**config.mk**
```make
export PLATFORM = sky130hd
export DESIGN_NAME = eoh_tx_overhead_port
export DESIGN_NICKNAME = d
export VERILOG_FILES = /design/src/eoh_pkg.sv /design/src/eoh_tx_overhead_port.sv /design/src/eoh_fifo.sv
export SDC_FILE = /design/constraint.sdc
export NUM_CORES = 1
export LEC_CHECK = 0
export ABC_AREA = 1
export BUFFER_PORTS_ARGS = -buffer_cell sky130_fd_sc_hd__buf_4
export CORE_UTILIZATION = 30
export CTS_BUF_LIST = sky130_fd_sc_hd__clkbuf_2
export CTS_CLUSTER_SIZE = 28
export DETAILED_ROUTE_END_ITERATION = 10
export SLEW_MARGIN = 15
export SYNTH_ARGS = -nofsm -noshare
export SYNTH_HDL_FRONTEND = slang
export SYNTH_SLANG_ARGS = --single-unit
export TNS_END_PERCENT = 1
```
**constraint.sdc**
```tcl
create_clock -name sys_clk -period 1.2 [get_ports sys_clk]
set_input_delay 0.24 -clock sys_clk [delete_from_list [all_inputs] [get_ports sys_clk]]
set_output_delay 0.24 -clock sys_clk [all_outputs]
set_load 0.005 [all_outputs]
```
**src/eoh_pkg.sv**
```systemverilog
// Purpose: shared constants and types for the e3 overhead insert port
// Assumes: sys_clk at 50 MHz
// Notes: overhead bit positions counted from the frame marker edge
`default_nettype none
package eoh_pkg;
  localparam int unsigned SYS_CLK_HZ     = 50_000_000;
  localparam int unsigned OH_CLK_HZ      = 6_250_000;
  localparam int unsigned HALF_DIV       = SYS_CLK_HZ / OH_CLK_HZ / 2;
  localparam int unsigned FAW_BITS       = 10;
  localparam logic [4:0]  POS_ALARM      = 5'h0a;
  localparam logic [4:0]  POS_NATIONAL   = 5'h0b;
  localparam logic [4:0]  POS_PAR_LAST   = 5'h0f;
  localparam logic [4:0]  POS_NAT_LAST   = 5'h0b;
  localparam logic [4:0]  POS_ZERO       = 5'h00;
  localparam int unsigned FIFO_DEPTH     = 8;

  // one accepted insertion: which bit and its value
  typedef struct packed {
    logic       national;
    logic       value;
  } eoh_ins_t;
endpackage : eoh_pkg
`default_nettype wire

```
**src/eoh_tx_overhead_port.sv**
```systemverilog
// Purpose: overhead insert port of an e3 transmit framer, device-clocked method
// Assumes: framer gives frame start and parity enable on sys_clk
// Notes: overhead clock is divided from sys_clk, so its edges are known internally
`timescale 1ns/10ps
`default_nettype none
module eoh_tx_overhead_port #(
  parameter int unsigned FIFO_DEPTH = eoh_pkg::FIFO_DEPTH
) (
  input  wire logic sys_clk,
  input  wire logic rst_n,
  input  wire logic frameStart,
  input  wire logic parityEnable,
  input  wire logic alarmInternal,
  input  wire logic nationalInternal,
  input  wire logic frameLatch,
  input  wire logic overhead_serial_in,
  input  wire logic overhead_insert_enable,
  output logic      overhead_clock_out,
  output logic      overhead_frame_marker,
  output logic      alarmOut,
  output logic      nationalOut
);
  logic       rstMeta_n;
  logic       rstSync_n;
  logic [1:0] dataSync;
  logic [1:0] insSync;
  logic [7:0] divCount;
  logic [4:0] bitPos;
  logic       busy;
  logic       startPending;
  logic       alarmHeld;
  logic       nationalHeld;
  logic       alarmFlag;
  logic       nationalFlag;
  eoh_pkg::eoh_ins_t fifoIn;
  eoh_pkg::eoh_ins_t fifoOut;
  logic       fifoInReady;
  logic       fifoOutValid;

  // reset release through two flops
  always_ff @(posedge sys_clk or negedge rst_n)
  begin
    if (!rst_n)
    begin
      rstMeta_n <= 1'b0;
      rstSync_n <= 1'b0;
    end
    else
    begin
      rstMeta_n <= 1'b1;
      rstSync_n <= rstMeta_n;
    end
  end

  // pin inputs pass two flops before use
  always_ff @(posedge sys_clk or negedge rstSync_n)
  begin
    if (!rstSync_n)
    begin
      dataSync <= '0;
      insSync  <= '0;
    end
    else
    begin
      dataSync <= {dataSync[0], overhead_serial_in};
      insSync  <= {insSync[0], overhead_insert_enable};
    end
  end

  // overhead clock edges come from the divider, so no edge detection is needed
  wire divWrap    = (divCount == 8'(eoh_pkg::HALF_DIV - 1));
  wire riseNext   = divWrap && !overhead_clock_out;
  wire fallNext   = divWrap && overhead_clock_out;
  wire lastPos    = parityEnable ? (bitPos == eoh_pkg::POS_PAR_LAST)
                                 : (bitPos == eoh_pkg::POS_NAT_LAST);
  wire posAlarm   = busy && (bitPos == eoh_pkg::POS_ALARM);
  wire posNat     = busy && (bitPos == eoh_pkg::POS_NATIONAL);
  // sampling gated by insert level and insertable position only
  wire takeBit    = fallNext && insSync[1] && (posAlarm || posNat);
  assign fifoIn   = '{national: posNat, value: dataSync[1]};

  // clock divider drives the overhead clock output
  always_ff @(posedge sys_clk or negedge rstSync_n)
  begin
    if (!rstSync_n)
    begin
      divCount           <= '0;
      overhead_clock_out <= 1'b0;
    end
    else
    begin
      divCount           <= divWrap ? '0 : 8'(divCount + 1'b1);
      if (divWrap)
        overhead_clock_out <= !overhead_clock_out;
    end
  end

  // position sequencer; marker stands over the count-zero rising edge
  always_ff @(posedge sys_clk or negedge rstSync_n)
  begin
    if (!rstSync_n)
    begin
      startPending          <= 1'b0;
      busy                  <= 1'b0;
      bitPos                <= '0;
      overhead_frame_marker <= 1'b0;
    end
    else
    begin
      if (frameStart)
        startPending <= 1'b1;
      if (fallNext && startPending && !busy)
      begin
        overhead_frame_marker <= 1'b1;
        startPending          <= frameStart;
      end
      else if (fallNext)
        overhead_frame_marker <= 1'b0;
      if (riseNext && overhead_frame_marker)
      begin
        busy   <= 1'b1;
        bitPos <= eoh_pkg::POS_ZERO;
      end
      else if (riseNext && busy)
      begin
        if (lastPos)
          busy <= 1'b0;
        else
          bitPos <= 5'(bitPos + 1'b1);
      end
    end
  end

  eoh_fifo #(
    .WIDTH ($bits(eoh_pkg::eoh_ins_t)),
    .DEPTH (FIFO_DEPTH)
  ) u_fifo (
    .sys_clk   (sys_clk),
    .rstSync_n (rstSync_n),
    .inValid   (takeBit),
    .inReady   (fifoInReady),
    .inData    (fifoIn),
    .outValid  (fifoOutValid),
    .outReady  (1'b1),
    .outData   (fifoOut)
  );

  // hold accepted values until the next frame latches them; full fifo drops the bit
  always_ff @(posedge sys_clk or negedge rstSync_n)
  begin
    if (!rstSync_n)
    begin
      alarmHeld    <= 1'b0;
      nationalHeld <= 1'b0;
      alarmFlag    <= 1'b0;
      nationalFlag <= 1'b0;
      alarmOut     <= 1'b0;
      nationalOut  <= 1'b0;
    end
    else
    begin
      if (frameLatch)
      begin
        alarmOut    <= alarmFlag ? alarmHeld : alarmInternal;
        nationalOut <= nationalFlag ? nationalHeld : nationalInternal;
      end
      // new value wins over the per-frame clear
      if (fifoOutValid && !fifoOut.national)
      begin
        alarmHeld <= fifoOut.value;
        alarmFlag <= 1'b1;
      end
      else if (frameLatch)
        alarmFlag <= 1'b0;
      if (fifoOutValid && fifoOut.national)
      begin
        nationalHeld <= fifoOut.value;
        nationalFlag <= 1'b1;
      end
      else if (frameLatch)
        nationalFlag <= 1'b0;
    end
  end

  wire unusedReady = fifoInReady;
endmodule : eoh_tx_overhead_port
`default_nettype wire

```
**src/eoh_fifo.sv**
```systemverilog
// Purpose: small valid/ready fifo for accepted overhead insertions
// Assumes: single clock
// Notes: full and empty are exact; drain side may stall
`timescale 1ns/10ps
`default_nettype none
module eoh_fifo #(
  parameter int unsigned WIDTH = 2,
  parameter int unsigned DEPTH = 8
) (
  input  wire logic             sys_clk,
  input  wire logic             rstSync_n,
  input  wire logic             inValid,
  output logic                  inReady,
  input  wire logic [WIDTH-1:0] inData,
  output logic                  outValid,
  input  wire logic             outReady,
  output logic [WIDTH-1:0]      outData
);
  localparam int unsigned AW = $clog2(DEPTH);
  logic [WIDTH-1:0] mem [DEPTH];
  logic [AW-1:0]    wrPtr;
  logic [AW-1:0]    rdPtr;
  logic [AW:0]      fill;
  wire              doWrite = inValid && inReady;
  wire              doRead  = outValid && outReady;

  assign inReady  = (fill != (AW+1)'(DEPTH));
  assign outValid = (fill != '0);
  assign outData  = mem[rdPtr];

  // storage written only when accepted
  always_ff @(posedge sys_clk)
  begin
    if (doWrite)
      mem[wrPtr] <= inData;
  end

  // pointers and fill level
  always_ff @(posedge sys_clk or negedge rstSync_n)
  begin
    if (!rstSync_n)
    begin
      wrPtr <= '0;
      rdPtr <= '0;
      fill  <= '0;
    end
    else
    begin
      if (doWrite)
        wrPtr <= (wrPtr == AW'(DEPTH-1)) ? '0 : AW'(wrPtr + 1'b1);
      if (doRead)
        rdPtr <= (rdPtr == AW'(DEPTH-1)) ? '0 : AW'(rdPtr + 1'b1);
      fill <= (AW+1)'(fill + (doWrite ? 1 : 0) - (doRead ? 1 : 0));
    end
  end
endmodule : eoh_fifo
`default_nettype wire

```
-- Word-level counts from Yosys, hierarchy flattened
Memory sizes are Yosys's and may differ from the RTL's.
Index checks and enable logic that the tools add are counted.
- mux-type cells: 23
- reduce and logical (&&, ||, !) cells: 26
- $add $sub $neg: 6
- equal/unequal tests: 8
- operator list (cell ; number):
    $mux W1 ; 17
    $eq A5 B4 Y1 const B ; 3
    $mux W5 ; 3
    $logic_and A1 B1 Y1 ; 13
    $reduce_bool A2 Y1 ; 6
    $add A8 B1 Y8 const B ; 1
    $eq A8 B2 Y1 const B ; 1
    $mux W8 ; 1
    $add A3 B1 Y3 const B ; 2
    $eq A3 B3 Y1 const B ; 2
    $mux W3 ; 2
    $add A5 B1 Y5 const B ; 1
    $add A4 B4 Y4 ; 1
    $ne A4 B4 Y1 const B ; 1
    $reduce_and A2 Y1 ; 2
    $reduce_bool A4 Y1 ; 1
    $sub A4 B4 Y4 ; 1
    $logic_not A1 Y1 ; 3
    $ne A2 B1 Y1 const B ; 1
    $logic_or A1 B1 Y1 ; 1
- memories: 1
- register bits: 39
- word-level logic and storage cells: 83
- input bits: 9
- RAM bits: 16
- output and inout bits: 4
- memories (memory ; depth ; bits a word ; rd ports ; clocked after memory_dff ; write ports ; RTL line ; RTL):
    u_fifo.mem ; 8 ; 2 ; 1 ; 0 ; 1 ; eoh_fifo.sv:20 ; logic [WIDTH-1:0] mem [DEPTH];

-- Longest topological paths before layout
Gate-level depths: netlist (run 1).
- depth in word-level cells: 8
- depth in mapped cells: 12
- mapped depth without buffers: 12

-- Modules after synthesis
A second synthesis (run 1) with hierarchy kept.
- cell total of the unflattened synthesis: 289
- area total of the unflattened synthesis: 2753.9 µm²
- by module, submodules not included (module ; cells an instance ; instances ; seq. area each (µm²) ; area an instance (µm²)):
    eoh_fifo ; 141 ; 1 ; 730.7 ; 1412.6
    eoh_tx_overhead_port ; 148 ; 1 ; 725.7 ; 1341.3

-- Worst setup path after synthesis (run 1)
No wires, ideal clock.
- path kind: register to register
- from: register u_fifo.fill[2]
- to: register u_fifo.fill[2]
- data arrival time: 1879 ps
- setup time: 123 ps
- path buffers: 1
- path slack: -802 ps
- data required time: 1077 ps
- stages on the path, launching flop included: 11
- period minus slack after synthesis: 2002 ps
- cells stage by stage: dfrtp_1 > inv_1 > ha_1 > nand3_1 > clkbuf_1 > ha_1 > inv_1 > ha_1 > inv_1 > fa_1 > xnor2_1
- elaborated cells on any way between the ends: 7
- those cells by class: 2 x add/sub; 1 x eq/ne; 2 x mux; 2 x reduce/logical
- RTL lines (what ; RTL line ; RTL):
    start: declaration ; eoh_fifo.sv:23 ; logic [AW:0] fill;
    start signal: assignment ; eoh_fifo.sv:53 ; fill <= (AW+1)'(fill + (doWrite ? 1 : 0) - (doRead ? 1 : 0));
    $reduce_bool A4 Y1 ; eoh_fifo.sv:28 ; assign outValid = (fill != '0);
    via fifoOutValid ; eoh_tx_overhead_port.sv:38 ; logic fifoOutValid;
    $mux W1 ; eoh_fifo.sv:53 ;
    $sub A4 B4 Y4 ; eoh_fifo.sv:53 ;
The timed path passes the listed nets, and every way through them passes these cells.
A chain may end at the register's enable or synchronous reset.

-- Final worst setup path (run 1)
- from: register bitPos[0]
- to: register u_fifo.fill[1]
- word-level cells in the longest chain between the ends: 8
- elaborated cells on any way between the ends: 10
- those cells by class: 2 x add/sub; 2 x eq/ne; 1 x mux; 5 x reduce/logical
- RTL lines (what ; RTL line ; RTL):
    start: declaration ; eoh_tx_overhead_port.sv:28 ; logic [4:0] bitPos;
    start signal: assignment ; eoh_tx_overhead_port.sv:122 ; bitPos <= eoh_pkg::POS_ZERO;
    start signal: assignment ; eoh_tx_overhead_port.sv:129 ; bitPos <= 5'(bitPos + 1'b1);
    $eq A5 B4 Y1, on equally long branches ; eoh_tx_overhead_port.sv:76, eoh_tx_overhead_port.sv:77 ;
    $logic_and A1 B1 Y1, on equally long branches ; eoh_tx_overhead_port.sv:76, eoh_tx_overhead_port.sv:77 ;
    $logic_or A1 B1 Y1 (*) ; eoh_tx_overhead_port.sv:79 ; wire takeBit = fallNext && insSync[1] && (posAlarm || posNat);
    $logic_and A1 B1 Y1 (*) ; eoh_tx_overhead_port.sv:79 ;
    $logic_and A1 B1 Y1 (*) ; eoh_fifo.sv:24 ; wire doWrite = inValid && inReady;
    via u_fifo.doWrite ; eoh_fifo.sv:24 ;
    $mux W1 (*) ; eoh_fifo.sv:53 ;
    $add A4 B4 Y4 (*) ; eoh_fifo.sv:53 ;
    $sub A4 B4 Y4 (*) ; eoh_fifo.sv:53 ;
The timed path passes the listed nets; every way through them passes the cells marked *.

==> impl_results.md, run 1 <==
* Status: finished with violations
* Violated checks: negative setup slack
* Ys async rst share at approximately 71%
* Worst setup path class: reg2reg
* Final Hold Fails at 0
* Max layer used: met4
* Post-Route M1 WL at 2.18 mm
* Worst Hold Class: in2reg
* Layout Skew at 0.0278 ns
* Fmax at about 530 MHz
* Crit-path leading delay family: adder cells
* Vias post-DR at between 2000 and 2500
* Yosys top cell area share at a little over a third
* Largest net degree at the start of global routing at 38
* Layout Nets at between 300 and 400
* # fillers at between 800 and 900
* Final setup fails at ~50
* Combinational power share at about 3.5%
* Starting Density at a little under a third
* I/O Buffers at 12
* Worst Min Path Start: nationalInternal
* P_int at about 2.2 mW
* Area leader, netlist: dfrtp_1
* Library cells used by synthesis at 28
* Postcts setup bufs at 0
* Final Core Density at approximately 40%
* Peak VDD IR at roughly 0.34 mV
* Antenna Nets Post-Route at 0
* Metal3 WL at around 150 µm
* Hold path depth at 3
* Worst path depth at 12
* Mapped Avg Cell Area at 9.02 µm²
* Die Wd at about 97 µm
* Final Cell Area at ~3500 µm²
* Ys Warns at 0
* P_sw at ~600 µW
* Sequential area share after synthesis at about 53%
* Critical Path RT at between 1.5 and 2 ns
* Antenna violations before repair at 0
* Final worst-path cycle share at 158%
* Met2 wire length at between 2 and 2.5 mm
* Number of remaining DRC errors at 0
* Synth top cells by count: 76 x nand2_1, 54 x inv_1, 39 x dfrtp_1
* Clock H-tree levels at 2
* Clk slew on worst S/H paths at between 0.2 and 0.3 ns
* Global-route wire length before repair at ~8.8 mm
* N_diodes at 0
* Floorplan die height at 97.3 µm
* Hold Path Sink: nationalOut$_DFFE_PN0P_
* Setup crit end kind: flop
* Max-Cap Viols at 0
* Clock Sinks at 55
* Hold Slack at roughly 0.052 ns
* CP peak stage delay at 0.50 ns
* Count leader, synth: nand2_1
* Worst R2R Path Depth at 12
* CP startpoint kind: flop
* Final Max Tran Viols at 0
* Post-synthesis cell area at between 2000 and 3000 µm²
* First-pass detailed-route iteration total at 4
* R2R Path End: u_fifo.fill[1]$_DFF_PN0_
* Synth Register Bits at 55
* Flop pwr share at a little over two thirds
* Vias per inst at around 4.3
* RR Startpoint: bitPos[0]$_DFFE_PN0P_
* Ports at 13
* DP Worst Slack at -0.656 ns
* Crit Path Max Fanout at 3
* Root buf cell: clkbuf_2
* Worst path slowest cell: fa_2
* WP buf/inv at 5
* Main flop type after synthesis: dfrtp_1
* Final Wtd Congestion at 0.798
* Min Clock Period, post-route at between 1.5 and 2 ns
* Vias in the first global route at ~2000
* Total power density per cell area at 793 nW/µm²
* Syn-to-layout area delta at 28.4%
* Synth Net Count at approximately 330
* CTS max path bufs at 2
* Post-synth EDFFs at 16
* Detailed Route Iter0 Violations at 49
* CTS buffer count at 5
* Worst path cell trace: inv_2, ha_1, inv_1, nand2_1, nand3_1, nor2_2, nand2_2, clkinv_4, ha_4, inv_2, fa_2, inv_1
* Num rows at 34
* CTS tree: done
* Dominant cells by area after synthesis: dfrtp_1 36%, edfxtp_1 18%, nand2_1 10%
* Core ar. at between 8000 and 9000 µm²
* Switch share at a little over a fifth
* Final Worst Setup Slack at -0.697 ns
* R2R Setup Slk at -0.70 ns
* RSZ-0062 raised after global routing: true
* Post-Syn Instances at ~300
* Total GRT Usage at ~11%
* Clock Power Share at about a quarter
* Dpl cell area at between 3000 and 4000 µm²
* CP Data Arrival Time at approximately 2.3 ns
* Dpl hpwl at 3.46 mm
* Die ar. at roughly 9500 µm²
* Final wirelength at between 4 and 5 mm
* LEAKAGE at approximately 1.7 nW
* Overflow after GRT at 0
* Share of layout cells above drive strength 1 at 28.0%
* Clk_lat worst skew at approximately 0.44 ns
* Wire per inst at between 9 and 10 µm
cells in the final DEF, fill, tap and decap left out, types with 3 or more instances in the layout:
master / n
nand2_1: 73
inv_1: 48
buf_4: 46
dfrtp_1: 38
nand3_1: 28
nor2_1: 19
edfxtp_1: 16
ha_1: 10
inv_2: 9
o21ai_0: 9
clkbuf_2: 8
nand2_2: 7
dlygate4sd3_1: 7
xor2_1: 5
nor2_4: 5
buf_6: 5
nor2_2: 4
nand2_4: 3
o21ai_1: 3
ha_4: 3
registers in the layout (all words and copies together) (netlist names), 2 cells and up:
| register | count |
|---|---|
| divCount | 8 |
| dataSync | 2 |
| insSync | 2 |
| u_fifo.mem | 16 |
| u_fifo.wrPtr | 3 |
| u_fifo.fill | 4 |
| u_fifo.rdPtr | 3 |
| bitPos | 5 |
per-layer routing:
layer,track usage (%),up-vias
met5,0,-
met4,4.07,0
met3,2.66,6
met2,19.3,29
met1,14.0,928
li1,-,1064
cell type report:
| class | instances | area [µm²] | share of cell area, % |
|---|---|---|---|
| clock buffers | 8 | 40.0 | 1.15 |
| inverters | 58 | 223 | 6.37 |
| multi-input cells | 187 | 1130 | 32.3 |
| flip-flops and latches | 55 | 1460 | 41.7 |
| well taps | 108 | 135 | 3.87 |
| repair buffers | 60 | 512 | 14.6 |
power by group through the flow:
stage	registers (mW)	clock network (mW)	logic (mW)
after floorplan	2.00	0	0.00905
after global placement	1.99	0	0.0773
after detailed placement	1.99	0	0.0780
after CTS	1.95	0.773	0.0972
after global routing	1.96	0.849	0.109
final	1.95	0.722	0.0959
stage by stage:
| stage | instances | total power, mW | setup TNS, ns |
|---|---|---|---|
| after CTS | 475 | 2.83 | -16.76 |
| after detailed placement | 461 | 2.06 | -14.62 |
| after global routing | 476 | 2.92 | -23.10 |
| final | 476 | 2.77 | -16.13 |
| after floorplan | 302 | 2.01 | -8.19 |
| after global placement | 461 | 2.06 | -13.33 |
worst max-delay path by stage:
stage                          startpoint  slack [ns]                        to
floorplan           divCount[0]$_DFF_PN0_       -0.66  u_fifo.fill[1]$_DFF_PN0_
CTS                 bitPos[0]$_DFFE_PN0P_       -0.70  u_fifo.fill[1]$_DFF_PN0_
finish              bitPos[0]$_DFFE_PN0P_       -0.70  u_fifo.fill[1]$_DFF_PN0_
global placement    divCount[1]$_DFF_PN0_       -0.63  u_fifo.fill[1]$_DFF_PN0_
global route        bitPos[0]$_DFFE_PN0P_       -0.84  u_fifo.fill[1]$_DFF_PN0_
detailed placement  bitPos[0]$_DFFE_PN0P_       -0.66  u_fifo.fill[1]$_DFF_PN0_
what timing repair did:
action | in CTS | in global routing
hold buffers | 6 | 1
resized for setup | 16 | 5
pin swaps | 6 | 1
endpoints found under the hold margin | 9 | 1
setup endpoints to repair | 54 | 55
logic make-up after synthesis:
group | Yosys count | share of synthesized area, %
AND/OR/NAND/NOR | 148 | 25.6
buffers and inverters | 60 | 8.36
XOR/XNOR | 7 | 2.25
AO/OA/AOI/OAI | 16 | 3.03
adder cells (fa/ha/maj) | 15 | 7.17
flip-flops | 55 | 53.5
other | 1 | 0.138
tightest hold or removal path: stages:
cell     delay, ns
buf_4         0.11
nand2_1       0.05
a31oi_1       0.07
Power figures use the tool's default switching activity.
==> run 2, diff against run 1 <==
--- a/config.mk
+++ b/config.mk
@@ -7,10 +7,13 @@
 export LEC_CHECK = 0
 export ABC_AREA = 1
 export BUFFER_PORTS_ARGS = -buffer_cell sky130_fd_sc_hd__buf_4
+export CELL_PAD_IN_SITES_DETAIL_PLACEMENT = 0
+export CELL_PAD_IN_SITES_GLOBAL_PLACEMENT = 1
 export CORE_UTILIZATION = 30
 export CTS_BUF_LIST = sky130_fd_sc_hd__clkbuf_2
 export CTS_CLUSTER_SIZE = 28
 export DETAILED_ROUTE_END_ITERATION = 10
+export PLACE_DENSITY_LB_ADDON = 0.1
 export SLEW_MARGIN = 15
 export SYNTH_ARGS = -nofsm -noshare
 export SYNTH_HDL_FRONTEND = slang
==> run 2 against run 1 <==
Net effect: the flow still finishes with violations (negative setup slack); combinational power fell by 1%; register-to-register slack lost 0.02 ns; via count rose by 0.39%; die area unchanged; power rose by 2.7%; non-clock buffer count rose by 8; global-route usage rose by 0.57 points; critical path type unchanged.
==> impl_results.md, run 2 (synthesized netlist as in run 1, its figures left out) <==
* Vias post-DR at 2035 (+0.39%)
* R2R Path End: u_fifo.fill[1]$_DFF_PN0_
* Max-Cap Viols at 0 (unchanged)
* Clock H-tree levels at 2 (unchanged)
* Clock Sinks at 55 (unchanged)
* Global-route wire length before repair at 9.13 mm (+3.8%)
* Final Max Tran Viols at 0 (unchanged)
* Worst Hold Class: reg2async
* I/O Buffers at 12 (unchanged)
* Final worst-path cycle share at 160% (+1.5 points)
* Crit Path Max Fanout at 3 (unchanged)
* Total GRT Usage at 11.9% (+0.57 points)
* # fillers at 893 (+1.0%)
* Starting Density at 31.1% (unchanged)
* Overflow after GRT at 0 (unchanged)
* Vias in the first global route at 2072 (+1.8%)
* WP buf/inv at 5 (unchanged)
* CP startpoint kind: flop
* Dpl hpwl at 3.85 mm (+11%)
* Register with the most flip-flops: u_fifo.mem
* Number of remaining DRC errors at 0 (unchanged)
* Worst path cell trace: inv_1, ha_1, inv_1, nand2_1, nand3_1, nor2_2, nand2_2, clkinv_4, ha_4, inv_2, fa_2, inv_1
* CTS max path bufs at 2 (unchanged)
* Final Worst Setup Slack at -0.714 ns (-0.0176 ns)
* Vias per inst at 4.20 (-1.3%)
* CP peak stage delay at 0.51 ns (about the same)
* Final Wtd Congestion at 0.694 (-13%)
* Final Cell Area at 3710 µm² (+6.1%)
* Dpl cell area at 3370 µm² (+1.4%)
* Crit path top cell by count: inv_1
* Layout Nets at 399 (+2.0%)
* Fmax at 522 MHz (-0.92%)
* Min Clock Period, post-route at 1.91 ns (+0.0176 ns)
* RR Startpoint: bitPos[0]$_DFFE_PN0P_
* Ports at 13 (unchanged)
* Multi-input gate area at 1250 µm² (+11%)
* Root buf cell: clkbuf_2
* Wire per inst at 10.6 µm (+7.1%)
* Largest regs: u_fifo.mem (16), divCount (8), bitPos (5)
* First-pass detailed-route iteration total at 4 (unchanged)
* Worst R2R Path Depth at 12 (unchanged)
* R2R Setup Slk at -0.71 ns (-0.02 ns)
* Antenna violations before repair at 0 (unchanged)
* Total power density per cell area at 768 nW/µm² (-3.2%)
* Most common cell after layout, fill and taps aside: nand2_1
* Largest net degree at the start of global routing at 28 (-26%)
* Worst path slowest cell: fa_2
* Num rows at 34 (unchanged)
* Most frequent cells in the layout: 70 x nand2_1, 50 x inv_1, 50 x buf_4
* Detailed Route Iter0 Violations at 38 (-22%)
* CTS tree: done
* Setup crit end kind: flop
* Floorplan die height at 97.3 µm (unchanged)
* Postcts setup bufs at 0 (unchanged)
* Clk_lat worst skew at 0.47 ns (+0.03 ns)
* Status: finished with violations
* DP Worst Slack at -0.687 ns (-0.0311 ns)
* Final wirelength at 5.13 mm (+8.9%)
* RSZ-0062 raised after global routing: true
* Max FFs per register at 16 (unchanged)
* Share of layout cells above drive strength 1 at 34.8% (+6.9 points)
* Critical Path RT at 1.61 ns (+0.06 ns)
* CTS buffer count at 5 (unchanged)
* Register area at 1460 µm² (+0.17%)
* Violated checks: negative setup slack
* LEAKAGE at 1.79 nW (+5.2%)
* Layout Skew at 0.0293 ns (+0.00152 ns)
* Die ar. at 9460 µm² (unchanged)
* Crit-path leading delay family: adder cells
* Worst setup path class: reg2reg
* Peak VDD IR at 0.367 mV (+8.5%)
* Final Hold Fails at 0 (unchanged)
* Syn-to-layout area delta at 36.1%
* Die Wd at 97.3 µm (unchanged)
* Antenna Nets Post-Route at 0 (unchanged)
* CP Data Arrival Time at 2.32 ns (+0.07 ns)
* Clk slew on worst S/H paths at 0.31 ns (+0.04 ns)
* Final setup fails at 49 (-3.9%)
* Core ar. at 8760 µm² (unchanged)
* N_diodes at 0 (unchanged)
run 2: timing repair:
| item | in CTS | in global routing |
|---|---|---|
| cloned | 0 | 0 |
| gates resized for setup | 34 | 20 |
| setup endpoints to repair | 55 | 54 |
| pin swaps | 4 | 9 |
| hold endpoints to repair | 9 | 0 |
| hold buffers | 9 | 0 |
run 2: routing by layer:
layer | up-vias | share of wire (%) | GRT usage (%)
li1 | 1077 | - | -
met1 | 936 | 47 | 14.7
met2 | 16 | 50 | 20.9
met3 | 6 | 2.1 | 2.59
met4 | 0 | 1.3 | 3.39
met5 | - | 0 | 0
run 2: final cells by class:
cell class,count,area share [%]
clock buffer,5,0.675
clock inverter,3,0.641
inverter,58,6.14
multi-input combinational,187,33.7
sequential,55,39.4
tap,108,3.65
timing repair buffer,68,15.8
run 2: worst max-delay path by stage:
stage | startpoint | end | slack, ns | cells past startpoint
5_1_grt | divCount[0]$_DFF_PN0_ | u_fifo.fill[1]$_DFF_PN0_ | -0.82 | 11
3_3_place_gp | bitPos[0]$_DFFE_PN0P_ | u_fifo.fill[1]$_DFF_PN0_ | -0.64 | 12
2_1_floorplan | divCount[0]$_DFF_PN0_ | u_fifo.fill[1]$_DFF_PN0_ | -0.66 | 11
3_5_place_dp | bitPos[0]$_DFFE_PN0P_ | u_fifo.fill[1]$_DFF_PN0_ | -0.69 | 12
6_report | bitPos[0]$_DFFE_PN0P_ | u_fifo.fill[1]$_DFF_PN0_ | -0.71 | 12
4_1_cts | bitPos[0]$_DFFE_PN0P_ | u_fifo.fill[1]$_DFF_PN0_ | -0.74 | 12
run 2: where the power goes:
group	switching [mW]	leakage (nW)	internal, mW
sequential	0.0174	0.610	1.94
combinational	0.0371	1.16	0.0575
clock	0.639	0.0256	0.150
total	0.693	1.79	2.15
run 2: metrics by stage:
step                      cells  power (mW)  TNS [ns]  util (%)  hold slack (ns)
after CTS                   484        2.91    -15.44      41.4            0.139
after global routing        484        2.98    -18.57      42.3            0.177
final                       484        2.85    -14.10      42.3            0.159
after global placement      467        2.07    -14.46      38.5           0.0235
after detailed placement    467        2.07    -15.40      38.5           0.0242
after floorplan             302        2.01     -8.19         -          -0.0556
